File: config.mk
export PLATFORM = sky130hd
export DESIGN_NAME = pmc_ctrl
export DESIGN_NICKNAME = d
export VERILOG_FILES = /design/src/pmc_pkg.sv /design/src/pmc_ctrl.sv /design/src/pmc_fifo.sv /design/src/pmc_ram.sv
export VERILOG_INCLUDE_DIRS = /design/src /design/src/src
export SDC_FILE = /design/constraint.sdc
export NUM_CORES = 1
export LEC_CHECK = 0
export ABC_AREA = 0
export BUFFER_PORTS_ARGS = -buffer_cell sky130_fd_sc_hd__buf_2
export CAP_MARGIN = 10
export CORE_UTILIZATION = 45
export CTS_CLUSTER_DIAMETER = 200
export DETAILED_ROUTE_END_ITERATION = 7
export GPL_TIMING_DRIVEN = 0
export PLACE_DENSITY_LB_ADDON = 0.3
export REMOVE_ABC_BUFFERS = 1
export SETUP_SLACK_MARGIN = 0.2
export SYNTH_ARGS = -nofsm -noshare
export SYNTH_HDL_FRONTEND = slang
export SYNTH_SLANG_ARGS = --single-unit
export TNS_END_PERCENT = 30
File: constraint.sdc
create_clock -name pclk -period 7.9 [get_ports pclk]
set_clock_uncertainty 0.05 [all_clocks]
set_input_delay 1.58 -clock pclk [delete_from_list [all_inputs] [get_ports pclk]]
set_output_delay 1.58 -clock pclk [all_outputs]
set_load 0.1 [all_outputs]
File: src/pmc_map.svh
// register map, field positions, reset values and timing of mode control
`ifndef PMC_MAP_SVH
`define PMC_MAP_SVH

`define PMC_ADDR_W        8
`define PMC_ADDR_CTRL     8'h00
`define PMC_ADDR_EXT      8'h04
`define PMC_ADDR_STAT     8'h08

`define PMC_CTRL_DUPLEX   8
`define PMC_CTRL_AN       12
`define PMC_CTRL_SPEED    13
`define PMC_CTRL_RESET    32'h0000_3100
`define PMC_CTRL_AN_RST   1'b1
`define PMC_CTRL_SPD_RST  1'b1
`define PMC_CTRL_FD_RST   1'b1

`define PMC_EXT_GATE100   0
`define PMC_EXT_GATE10    1
`define PMC_EXT_XO_LO     8
`define PMC_EXT_XO_HI     9
`define PMC_EXT_RESET     32'h0000_0000
`define PMC_EXT_GATE_RST  1'b0
`define PMC_EXT_XO_RST    2'h0
`define PMC_XO_AUTO       2'h0

`define PMC_ST_LINK       0
`define PMC_ST_SPEED      1
`define PMC_ST_DUPLEX     2
`define PMC_ST_MDIX       3
`define PMC_ST_AN_DONE    4
`define PMC_ST_MOD100     5
`define PMC_ST_MOD10      6
`define PMC_ST_XO_LOCK    7
`define PMC_ST_FIFO_FULL  8

`define PMC_CAP_100FD     3
`define PMC_CAP_100HD     2
`define PMC_CAP_10FD      1
`define PMC_LOCAL_CAP     4'hf

`define PMC_CLK_MHZ       20
`define PMC_XO_INTERVAL_US 1000
`define PMC_SCR_SEED      11'h7ff
`define PMC_FIFO_WIDTH    4
`define PMC_FIFO_DEPTH    16

`endif

File: src/pmc_pkg.sv
// types shared by the mode control files
package pmc_pkg;
  typedef logic [3:0] pmc_nib_t;
  typedef logic [3:0] pmc_cap_t;
  typedef logic [7:0] pmc_addr_t;
  typedef enum logic [1:0] {XO_OFF, XO_SEARCH, XO_LOCKED} pmc_xo_e;
  typedef enum logic [1:0] {AN_IDLE, AN_WAIT_XO, AN_RESOLVED} pmc_an_e;
endpackage : pmc_pkg

File: src/pmc_ctrl.sv
// operating-mode control of a 10/100 twisted-pair transceiver
// Overview of operation
// - gate100 zero keeps 100M modules on; one turns them off at 10M
// - gate10 zero keeps 10M modules on; one turns them off at 100M
// - source select alone picks pin or register bit as negotiation enable
// - negotiation settles on best mode common to both ends
// - 100M path: 4B/5B coding and scrambling of transmitted nibbles
// - 10M path: Manchester coding of transmitted nibbles
// - full duplex lets transmit and receive run together
// - 10M full duplex: no loopback, no SQE test
// - full duplex: carrier only on receive, collision held low
// - without link, crossover swaps transmit and receive pairs
// - crossover off by enable pin or register field
// - crossover independent, resolves before negotiation proceeds
// - crossover comes up enabled after reset
// - source select low is hardware mode, high is software mode
// - half duplex: carrier on tx or rx, collision on rx during tx
`timescale 1ns/1ns
`include "pmc_map.svh"
module pmc_ctrl #(
  parameter int XO_CYCLES = `PMC_XO_INTERVAL_US * `PMC_CLK_MHZ
) (
  input  wire logic              pclk,
  input  wire logic              presetn,
  input  wire logic              psel,
  input  wire logic              penable,
  input  wire logic              pwrite,
  input  wire pmc_pkg::pmc_addr_t paddr,
  input  wire logic [31:0]       pwdata,
  output logic      [31:0]       prdata,
  output logic                   pready,
  output logic                   pslverr,
  input  wire logic              config_source_select,
  input  wire logic              negotiation_select_pin,
  input  wire logic              crossover_auto_enable_pin,
  input  wire logic              link_detect,
  input  wire logic              rx_active,
  input  wire pmc_pkg::pmc_cap_t partner_cap,
  input  wire logic              tx_en,
  input  wire pmc_pkg::pmc_nib_t tx_data,
  output logic                   tx_ready,
  output logic      [7:0]        line_code,
  output logic                   line_valid,
  output logic                   line_manch,
  input  wire logic              line_ready,
  output logic                   speed100,
  output logic                   full_duplex,
  output logic                   mod100_enable,
  output logic                   mod10_enable,
  output logic                   mdix_swap,
  output logic                   crs,
  output logic                   col,
  output logic                   loop_enable,
  output logic                   sqe_enable
);
  import pmc_pkg::*;

  localparam int NSYNC = 9;
  localparam int XO_W  = $clog2(XO_CYCLES + 1);

  logic [NSYNC-1:0] sync_in;
  logic [NSYNC-1:0] sync_a;
  logic [NSYNC-1:0] sync_b;
  logic             cfg_s;
  logic             nsel_s;
  logic             xo_pin_s;
  logic             link_s;
  logic             rx_s;
  pmc_cap_t         cap_s;
  logic             ctrl_an;
  logic             ctrl_speed;
  logic             ctrl_fd;
  logic             gate100;
  logic             gate10;
  logic [1:0]       xo_field;
  logic             rd_err;
  logic             wr_stb;
  logic [31:0]      stat_word;
  logic             an_en;
  logic             xo_en;
  pmc_xo_e          xo_state;
  logic [XO_W-1:0]  xo_timer;
  pmc_an_e          an_state;
  pmc_cap_t         common;
  logic             fifo_valid;
  logic             fifo_full;
  pmc_nib_t         fifo_data;
  logic             consume;
  logic [10:0]      scr;

  //////////////////////////////////////////////////////////////////////
  // pin synchronisers

  assign sync_in = {partner_cap, rx_active, link_detect,
                    crossover_auto_enable_pin, negotiation_select_pin,
                    config_source_select};

  for (genvar i = 0; i < NSYNC; i++)
  begin : g_sync
    always_ff @(posedge pclk or negedge presetn)
    begin
      if (!presetn)
      begin
        sync_a[i] <= 1'b0;
        sync_b[i] <= 1'b0;
      end
      else
      begin
        sync_a[i] <= sync_in[i];
        sync_b[i] <= sync_a[i];
      end
    end
  end

  assign cfg_s    = sync_b[0];
  assign nsel_s   = sync_b[1];
  assign xo_pin_s = sync_b[2];
  assign link_s   = sync_b[3];
  assign rx_s     = sync_b[4];
  assign cap_s    = sync_b[8:5];

  //////////////////////////////////////////////////////////////////////
  // apb register file

  assign pready  = 1'b1;
  assign pslverr = rd_err && psel && penable;
  assign wr_stb  = psel && penable && pwrite;

  always_ff @(posedge pclk or negedge presetn)
  begin
    if (!presetn)
    begin
      ctrl_an    <= `PMC_CTRL_AN_RST;
      ctrl_speed <= `PMC_CTRL_SPD_RST;
      ctrl_fd    <= `PMC_CTRL_FD_RST;
    end
    else if (wr_stb && paddr == `PMC_ADDR_CTRL)
    begin
      ctrl_an    <= pwdata[`PMC_CTRL_AN];
      ctrl_speed <= pwdata[`PMC_CTRL_SPEED];
      ctrl_fd    <= pwdata[`PMC_CTRL_DUPLEX];
    end
  end

  always_ff @(posedge pclk or negedge presetn)
  begin
    if (!presetn)
    begin
      gate100  <= `PMC_EXT_GATE_RST;
      gate10   <= `PMC_EXT_GATE_RST;
      xo_field <= `PMC_EXT_XO_RST;
    end
    else if (wr_stb && paddr == `PMC_ADDR_EXT)
    begin
      gate100  <= pwdata[`PMC_EXT_GATE100];
      gate10   <= pwdata[`PMC_EXT_GATE10];
      xo_field <= pwdata[`PMC_EXT_XO_HI:`PMC_EXT_XO_LO];
    end
  end

  always_comb
  begin
    stat_word                     = '0;
    stat_word[`PMC_ST_LINK]       = link_s;
    stat_word[`PMC_ST_SPEED]      = speed100;
    stat_word[`PMC_ST_DUPLEX]     = full_duplex;
    stat_word[`PMC_ST_MDIX]       = mdix_swap;
    stat_word[`PMC_ST_AN_DONE]    = (an_state == AN_RESOLVED);
    stat_word[`PMC_ST_MOD100]     = mod100_enable;
    stat_word[`PMC_ST_MOD10]      = mod10_enable;
    stat_word[`PMC_ST_XO_LOCK]    = (xo_state == XO_LOCKED);
    stat_word[`PMC_ST_FIFO_FULL]  = fifo_full;
  end

  // read data captured in the setup phase, so no wait states
  always_ff @(posedge pclk or negedge presetn)
  begin
    if (!presetn)
    begin
      prdata <= '0;
      rd_err <= 1'b0;
    end
    else if (psel && !penable)
    begin
      rd_err <= 1'b0;
      if (paddr == `PMC_ADDR_CTRL)
      begin
        prdata                   <= '0;
        prdata[`PMC_CTRL_AN]     <= ctrl_an;
        prdata[`PMC_CTRL_SPEED]  <= ctrl_speed;
        prdata[`PMC_CTRL_DUPLEX] <= ctrl_fd;
      end
      else if (paddr == `PMC_ADDR_EXT)
      begin
        prdata                                <= '0;
        prdata[`PMC_EXT_GATE100]              <= gate100;
        prdata[`PMC_EXT_GATE10]               <= gate10;
        prdata[`PMC_EXT_XO_HI:`PMC_EXT_XO_LO] <= xo_field;
      end
      else if (paddr == `PMC_ADDR_STAT)
        prdata <= stat_word;
      else
      begin
        prdata <= '0;
        rd_err <= 1'b1;
      end
    end
  end

  //////////////////////////////////////////////////////////////////////
  // crossover search

  assign xo_en = xo_pin_s && (xo_field == `PMC_XO_AUTO);

  always_ff @(posedge pclk or negedge presetn)
  begin
    if (!presetn)
    begin
      xo_state  <= XO_SEARCH;
      xo_timer  <= '0;
      mdix_swap <= 1'b0;
    end
    else if (!xo_en)
    begin
      xo_state  <= XO_OFF;
      xo_timer  <= '0;
      mdix_swap <= 1'b0;
    end
    else
    begin
      case (xo_state)
        XO_OFF:
        begin
          xo_state <= XO_SEARCH;
          xo_timer <= '0;
        end
        XO_SEARCH:
          if (link_s)
            xo_state <= XO_LOCKED;
          else if (xo_timer == XO_W'(XO_CYCLES - 1))
          begin
            xo_timer  <= '0;
            mdix_swap <= !mdix_swap;
          end
          else
            xo_timer <= xo_timer + XO_W'(1);
        default:
          if (!link_s)
          begin
            xo_state <= XO_SEARCH;
            xo_timer <= '0;
          end
      endcase
    end
  end

  //////////////////////////////////////////////////////////////////////
  // negotiation and operating mode

  assign an_en  = cfg_s ? ctrl_an : nsel_s;
  assign common = cap_s & `PMC_LOCAL_CAP;

  always_ff @(posedge pclk or negedge presetn)
  begin
    if (!presetn)
    begin
      an_state    <= AN_IDLE;
      speed100    <= `PMC_CTRL_SPD_RST;
      full_duplex <= `PMC_CTRL_FD_RST;
    end
    else if (!an_en)
    begin
      an_state    <= AN_IDLE;
      speed100    <= ctrl_speed;
      full_duplex <= ctrl_fd;
    end
    else
    begin
      case (an_state)
        AN_IDLE:
          an_state <= AN_WAIT_XO;
        AN_WAIT_XO:
          if (link_s && xo_state != XO_SEARCH)
          begin
            an_state <= AN_RESOLVED;
            speed100    <= common[`PMC_CAP_100FD] || common[`PMC_CAP_100HD];
            full_duplex <= common[`PMC_CAP_100FD] ||
                           (!common[`PMC_CAP_100HD] && common[`PMC_CAP_10FD]);
          end
        default:
          if (!link_s)
            an_state <= AN_WAIT_XO;
      endcase
    end
  end

  always_ff @(posedge pclk or negedge presetn)
  begin
    if (!presetn)
    begin
      mod100_enable <= 1'b1;
      mod10_enable  <= 1'b1;
      loop_enable   <= 1'b0;
      sqe_enable    <= 1'b0;
      crs           <= 1'b0;
      col           <= 1'b0;
    end
    else
    begin
      mod100_enable <= speed100 || !gate100;
      mod10_enable  <= !speed100 || !gate10;
      loop_enable   <= !speed100 && !full_duplex;
      sqe_enable    <= !speed100 && !full_duplex;
      crs           <= full_duplex ? rx_s : (rx_s || tx_en);
      col           <= !full_duplex && rx_s && tx_en;
    end
  end

  //////////////////////////////////////////////////////////////////////
  // transmit coding path

  function automatic logic [4:0] pmc_enc5(input pmc_nib_t n);
    case (n)
      4'h0: pmc_enc5 = 5'h1e;
      4'h1: pmc_enc5 = 5'h09;
      4'h2: pmc_enc5 = 5'h14;
      4'h3: pmc_enc5 = 5'h15;
      4'h4: pmc_enc5 = 5'h0a;
      4'h5: pmc_enc5 = 5'h0b;
      4'h6: pmc_enc5 = 5'h0e;
      4'h7: pmc_enc5 = 5'h0f;
      4'h8: pmc_enc5 = 5'h12;
      4'h9: pmc_enc5 = 5'h13;
      4'ha: pmc_enc5 = 5'h16;
      4'hb: pmc_enc5 = 5'h17;
      4'hc: pmc_enc5 = 5'h1a;
      4'hd: pmc_enc5 = 5'h1b;
      4'he: pmc_enc5 = 5'h1c;
      default: pmc_enc5 = 5'h1d;
    endcase
  endfunction : pmc_enc5

  function automatic logic [7:0] pmc_manch(input pmc_nib_t n);
    pmc_manch = '0;
    for (int i = 0; i < 4; i++)
      pmc_manch[2*i +: 2] = {n[i], !n[i]};
  endfunction : pmc_manch

  pmc_fifo #(.WIDTH(`PMC_FIFO_WIDTH), .DEPTH(`PMC_FIFO_DEPTH)) u_fifo (
    .pclk      (pclk),
    .presetn   (presetn),
    .in_valid  (tx_en),
    .in_ready  (tx_ready),
    .in_data   (tx_data),
    .out_valid (fifo_valid),
    .out_ready (consume),
    .out_data  (fifo_data),
    .full      (fifo_full)
  );

  assign consume = fifo_valid && (!line_valid || line_ready);

  always_ff @(posedge pclk or negedge presetn)
  begin
    if (!presetn)
    begin
      line_valid <= 1'b0;
      line_manch <= 1'b0;
      line_code  <= '0;
    end
    else if (consume)
    begin
      line_valid <= 1'b1;
      line_manch <= !speed100;
      if (speed100)
        line_code <= {3'h0, pmc_enc5(fifo_data) ^ scr[4:0]};
      else
        line_code <= pmc_manch(fifo_data);
    end
    else if (line_ready)
      line_valid <= 1'b0;
  end

  always_ff @(posedge pclk or negedge presetn)
  begin
    if (!presetn)
      scr <= `PMC_SCR_SEED;
    else if (consume && speed100)
      scr <= {scr[9:0], scr[10] ^ scr[8]};
  end
endmodule : pmc_ctrl

File: src/pmc_fifo.sv
// valid/ready fifo with an output stage fed from the storage array
`timescale 1ns/1ns
module pmc_fifo #(
  parameter int WIDTH = 4,
  parameter int DEPTH = 16
) (
  input  wire logic             pclk,
  input  wire logic             presetn,
  input  wire logic             in_valid,
  output logic                  in_ready,
  input  wire logic [WIDTH-1:0] in_data,
  output logic                  out_valid,
  input  wire logic             out_ready,
  output logic      [WIDTH-1:0] out_data,
  output logic                  full
);
  localparam int AW = $clog2(DEPTH);
  localparam int CW = $clog2(DEPTH + 1);

  logic [AW-1:0] wr_ptr;
  logic [AW-1:0] rd_ptr;
  logic [CW-1:0] count;
  logic          push;
  logic          pull;

  assign full     = (count == CW'(DEPTH));
  assign in_ready = !full;
  assign push     = in_valid && in_ready;
  assign pull     = (count != '0) && (!out_valid || out_ready);

  pmc_ram #(.WIDTH(WIDTH), .DEPTH(DEPTH)) u_ram (
    .pclk    (pclk),
    .wr_en   (push),
    .wr_addr (wr_ptr),
    .wr_data (in_data),
    .rd_en   (pull),
    .rd_addr (rd_ptr),
    .rd_data (out_data)
  );

  always_ff @(posedge pclk or negedge presetn)
  begin
    if (!presetn)
    begin
      wr_ptr <= '0;
      rd_ptr <= '0;
      count  <= '0;
    end
    else
    begin
      if (push)
        wr_ptr <= wr_ptr + AW'(1);
      if (pull)
        rd_ptr <= rd_ptr + AW'(1);
      if (push && !pull)
        count <= count + CW'(1);
      else if (pull && !push)
        count <= count - CW'(1);
    end
  end

  always_ff @(posedge pclk or negedge presetn)
  begin
    if (!presetn)
      out_valid <= 1'b0;
    else if (pull)
      out_valid <= 1'b1;
    else if (out_ready)
      out_valid <= 1'b0;
  end
endmodule : pmc_fifo

File: src/pmc_ram.sv
// small storage array with registered read data
`timescale 1ns/1ns
module pmc_ram #(
  parameter int WIDTH = 4,
  parameter int DEPTH = 16
) (
  input  wire logic                     pclk,
  input  wire logic                     wr_en,
  input  wire logic [$clog2(DEPTH)-1:0] wr_addr,
  input  wire logic [WIDTH-1:0]         wr_data,
  input  wire logic                     rd_en,
  input  wire logic [$clog2(DEPTH)-1:0] rd_addr,
  output logic      [WIDTH-1:0]         rd_data
);
  logic [WIDTH-1:0] mem [DEPTH];

  always_ff @(posedge pclk)
  begin
    if (wr_en)
    begin
      mem[wr_addr] <= wr_data;
    end
  end

  always_ff @(posedge pclk)
  begin
    if (rd_en)
    begin
      rd_data <= mem[rd_addr];
    end
  end
endmodule : pmc_ram

### Word level (Yosys, flattened, before mapping)

Memories as Yosys holds them, arrays and structs flattened. A register that Yosys moved wholly into a read port is not among the register bits.
Cells that the tools add are included.

| storage, ports and cells | value |
|---|---|
| register bits | 118 |
| bits in writable memories | 64 |
| ROM bits | 80 |
| input bits | 60 |
| output and inout bits | 54 |
| word-level logic and storage cells | 168 |
| memories | 2 |

Memory list:

| name | words | bits a word | rd ports | clocked after memory_dff | wr ports | RTL line | source |
|---|---|---|---|---|---|---|---|
| (no name shown) | 16 | 5 | 1 | 0 | 0 | pmc_ctrl.sv:323 | `case (n)` |
| u_fifo.u_ram.mem | 16 | 4 | 1 | 1 | 1 | pmc_ram.sv:15 | `logic [WIDTH-1:0] mem [DEPTH];` |

| cells by class | value |
|---|---|
| add/sub/neg operators | 5 |
| equal/unequal tests | 20 |
| mux-type cells | 41 |
| bitwise gates (word level) | 2 |
| reductions and logical operators | 55 |

Operator list:

| operator | count |
|---|---|
| 2-to-1 mux 15 bit | 4 |
| case mux 15 bit (2 select lines) | 1 |
| 2-to-1 mux 1 bit | 21 |
| 2-to-1 mux 5 bit | 4 |
| logical AND 1 bit | 19 |
| logical NOT 1 bit | 16 |
| adder 15 x 1 -> 15 bit (second input constant) | 1 |
| equality test 15 bit (second input constant) | 1 |
| 2-to-1 mux 14 bit | 1 |
| 2-to-1 mux 10 bit | 1 |
| 2-to-1 mux 2 bit | 5 |
| != test 2 x 1 -> 1 bit (second input constant) | 5 |
| 2-to-1 mux 9 bit | 1 |
| != test 3 bit (second input constant) | 3 |
| adder 4 x 1 -> 4 bit (second input constant) | 2 |
| equality test 8 x 3 -> 1 bit (second input constant) | 1 |
| equality test 8 x 4 -> 1 bit (second input constant) | 1 |
| logical NOT 8 bit | 1 |
| 2-to-1 mux 8 bit | 1 |
| != test 4 x 2 -> 1 bit (second input constant) | 2 |
| case mux 2 bit (2 select lines) | 2 |
| AND reduction 2 bit | 4 |
| logical OR 1 bit | 7 |
| logical NOT 2 bit | 3 |
| 12 further kinds | 16 |

### Logic depth before layout (Yosys ltp)

| logic depth | value |
|---|---|
| depth after elaboration | 8 |
| gate-level depth with buffers | 12 |
| depth with buffers taken out | 12 |

### Cells and area by module

From an unflattened synthesis, not the netlist that was laid out.

| second synthesis, totals | value |
|---|---|
| cell total of the unflattened synthesis | 518 |
| area, all modules | 7176.9 um^2 |

Modules (own cells, without submodules):

| module | times used | cells each | area an instance (um^2) | seq. area each (um^2) |
|---|---|---|---|---|
| pmc_ctrl | 1 | 327 | 3756.1 | 2125.8 |
| pmc_ram | 1 | 130 | 2706.3 | 2042.0 |
| pmc_fifo | 1 | 61 | 714.4 | 350.3 |

### Least setup slack after synthesis

OpenSTA, ideal clock, no wires.

| timing | value |
|---|---|
| kind | in2out |
| start | in penable |
| end | out pslverr |
| arrival | 2.358 ns |
| required time | 6.270 ns |
| path slack | 3.912 ns |
| cell stages on the path | 1 |
| path buffers | 0 |
| path through | and3_1 |

| on the way | value |
|---|---|
| word-level cells in the longest chain between the ends | 1 |

RTL lines:

| element | RTL line | source |
|---|---|---|
| start, declared | pmc_ctrl.sv:26 | `input wire logic penable,` |
| logical AND 1 bit | pmc_ctrl.sv:126 | `assign pslverr = rd_err && psel && penable;` |
| end, declared | pmc_ctrl.sv:32 | `output logic pslverr,` |

No other way between the ends.

### Worst setup path after layout

Same ends and word-level chain as after synthesis.

==> flow_metrics.py <==
metrics = {
    "floorplan": {
        "start_util_pct": 46.0,
        "dieWidth_um": 127,
        "dieHeight_um": 127,
        "num_rows": 45,
        "io_pins": 114,
        "coreArea_sq_um": 15200,
        "dieArea_sq_um": 16100,
    },
    "timing": {
        "clock.fmax_ghz": 0.258,
        "rsz0062_at_grt": "false",
        "tns_ns": 0,
        "hold_viol_final": 0,
        "setup_viol_count_final": 0,
        "final.min_clock_period_ns": 3.87,
        "fin_ws_ns": 4.03,
        "hold_slack_ns": 0.298,
        "worst_pin_slew_ns": 1.17,
        "maxSlewViolCount": 0,
        "min_period_over_period_pct": 49.0,
        "relSlewSlack_pct": 22.1,
    },
    "clock_network": {
        "clk_latency_ns": 0.42,
        "h-tree-depth": 4,
        "clock_sinks": 166,
        "cts_resized": 0,
        "post_cts_buffers": 0,
        "path_clk_slew_ns": 0.06,
        "cts_buffers": 17,
        "cts_root_buf": "clkbuf_16",
        "cts_tree": "yes",
        "max-clock-path-buffers": 2,
        "cts_hold_buf": 0,
    },
    "yosys": {
        "avgSynthCellArea_sq_um": 13.7,
        "async_reset_ff_share_pct": 59.0,
        "synthCells": 512,
        "ys_seq_elements": 166,
        "synth_edf_count": 68,
        "yosysWarnings": 0,
        "synth_area_sq_um": 7000,
        "seq_area_frac_synth_pct": 64.6,
        "yosysMostFrequentCell": "dfrtp_1",
        "ys_types": 54,
        "synth_top_area_share_pct": 29.2,
        "synth-main-ff-cell": "dfrtp_1",
        "synth_area_leader_cell": "edfxtp_1",
        "synth_area_leaders": "edfxtp_1 (29%), dfrtp_1 (28%), dfstp_2 (7.1%), mux4_2 (5.2%), mux2_2 (3.1%)",
        "ys_top_cells_by_count": "dfrtp_1 (79), edfxtp_1 (68), nand2_1 (43), nor2_1 (39), buf_4 (22)",
    },
    "route": {
        "top_layer": "met4",
        "avgViaCountPerCell": 5.25,
        "drtIter0Drc": 238,
        "post-route-drc-count": 0,
        "wl_met1_um": 5850,
        "wire_per_inst_um": 16.5,
        "vias": 4091,
        "drt-total-wl_um": 12900,
        "route.met2.wl_um": 6370,
        "wl_met3_um": 489,
        "final_antenna_net_count": 0,
        "dr.pass1.iters": 6,
    },
    "worst_setup_path": {
        "cp_max_fo": 3,
        "r2r_start": "u_fifo.count[0]",
        "cp-startpoint": "penable",
        "crit_type": "in -> out",
        "r2r_slack_ns": 4.79,
        "crit_required_ns": 6.27,
        "crit_arrival_ns": 2.24,
        "worstSetupStartpointType": "primary input",
        "end_kind": "output pin",
    },
    "power": {
        "vdd_drop_max_v": 0.000221,
        "p_leak_nw": 3.23,
        "powerDensity_nw_per_um2": 329,
    },
    "global_routing": {
        "antenna_found_initial": 0,
        "gr-total-overflow": 0,
        "grt_max_degree": 64,
        "track_usage_pct": 17.6,
        "grt_pass1_wl_um": 21600,
        "grt_pass1_vias": 4343,
    },
    "layout": {
        "syn_to_final_growth_pct": 14.1,
        "nNetsFinal": 649,
        "multiInputGateArea_sq_um": 2260,
        "layout-drive-gt1-share_pct": 26.4,
        "nFillCells": 1235,
        "antenna_cells": 0,
        "regArea_sq_um": 4520,
    },
    "worst_hold_path": {
        "holdCritPathClass": "reg -> reg",
        "hold_start": "sync_a[0]",
    },
    "job": {
        "maxCapViolations": 0,
    },
    "place": {
        "hpwl_um": 8820,
        "portBuffers": 65,
        "place_ws_ns": 3.77,
        "place_congestion": 0.782,
    },
    "outcome": {
        "status": "completed",
    },
}
[cell usage in the layout (no fill, tap or decap), types with 3 or more instances in the layout]
cell type,count
conb_1,21
a21o_1,5
dfstp_2,19
o21ai_0,21
nand3_1,7
xor2_1,8
o31ai_1,4
clkbuf_8,4
a22o_1,5
edfxtp_1,68
ha_1,10
clkbuf_16,17
mux2_2,19
clkbuf_1,3
dfrtp_1,79
nor2b_1,6
mux2i_1,3
and2_1,4
nor4_1,7
nand2_1,43
xnor2_1,21
a22oi_1,8
a21oi_1,10
nor3_1,12
buf_2,64
inv_1,12
nor2_1,39
nand4_1,5
nand2b_1,12
mux4_2,16
[sequential cells by signal (all words and copies together) (netlist names), 2 cells and up]
name / count
xo_field: 2
line_code: 8
scr: 11
cap_s: 3
u_fifo.rd_ptr: 4
prdata: 12
sync_a: 8
u_fifo.wr_ptr: 4
u_fifo.u_ram.rd_data: 4
an_state: 2
xo_timer: 15
xo_state: 2
u_fifo.count: 5
u_fifo.u_ram.mem: 64
[logic make-up (layout without fill, tap and decap cells)]
logic type,count (synthesis),count (layout),synth area share (%)
AOI/OAI and AO/OA,65,65,6.13
xor gates and xnor gates,29,29,3.63
adders and majority gates,11,11,2.07
buffers and inverters,50,110,4.11
DFF,166,166,64.6
muxes,38,38,8.64
other,2,21,0.107
and+or+nand+nor,151,151,10.7
[worst max-delay path, stage by stage]
cell and delay [ns]:
buf_2 0.09, and3_1 0.15, buf_2 0.42
[layer usage]
layer | vias up | GRT usage, %
met3 | 13 | 4.89
met5 | - | 0
met4 | 0 | 6.37
met2 | 93 | 28.9
li1 | 1928 | -
met1 | 2057 | 22.5
[stage by stage]
| stage | util, % | instance area [sq um] | cells | power (W) |
|---|---|---|---|---|
| floorplan | - | 6830 | 493 | 0.00168 |
| detailed placement | 48.8 | 7420 | 747 | 0.00186 |
| finish | 52.5 | 7980 | 779 | 0.00263 |
| CTS | 52.5 | 7980 | 779 | 0.00265 |
| global route | 52.5 | 7980 | 779 | 0.00275 |
| global placement | 48.6 | 7390 | 746 | 0.00182 |
[path summary, 6_finish.rpt]
| check | end | cells past startpoint |
|---|---|---|
| min in group asynchronous | prdata[6] | 1 |
| max | pslverr | 3 |
| max in group asynchronous | ctrl_speed | 2 |
| max reg2reg | u_fifo.count[4] | 12 |
| min reg2reg | cfg_s | 0 |
| min | cfg_s | 0 |
[report_power, final]
group	internal [W]	switching (W)	total [W]
Clock	0.000471	0.000318	0.000789
Sequential	0.00102	0.000134	0.00115
Combinational	0.000238	0.000448	0.000686
[layout make-up]
class	count	area share, %
multi-input cells	315	28.3
inverters	12	0.564
well taps	188	2.95
clock inverters	7	0.862
flip-flops and latches	166	56.6
repair buffers	66	4.45
clock buffers	25	6.25
No activity file was read; power rests on OpenSTA's default activity.
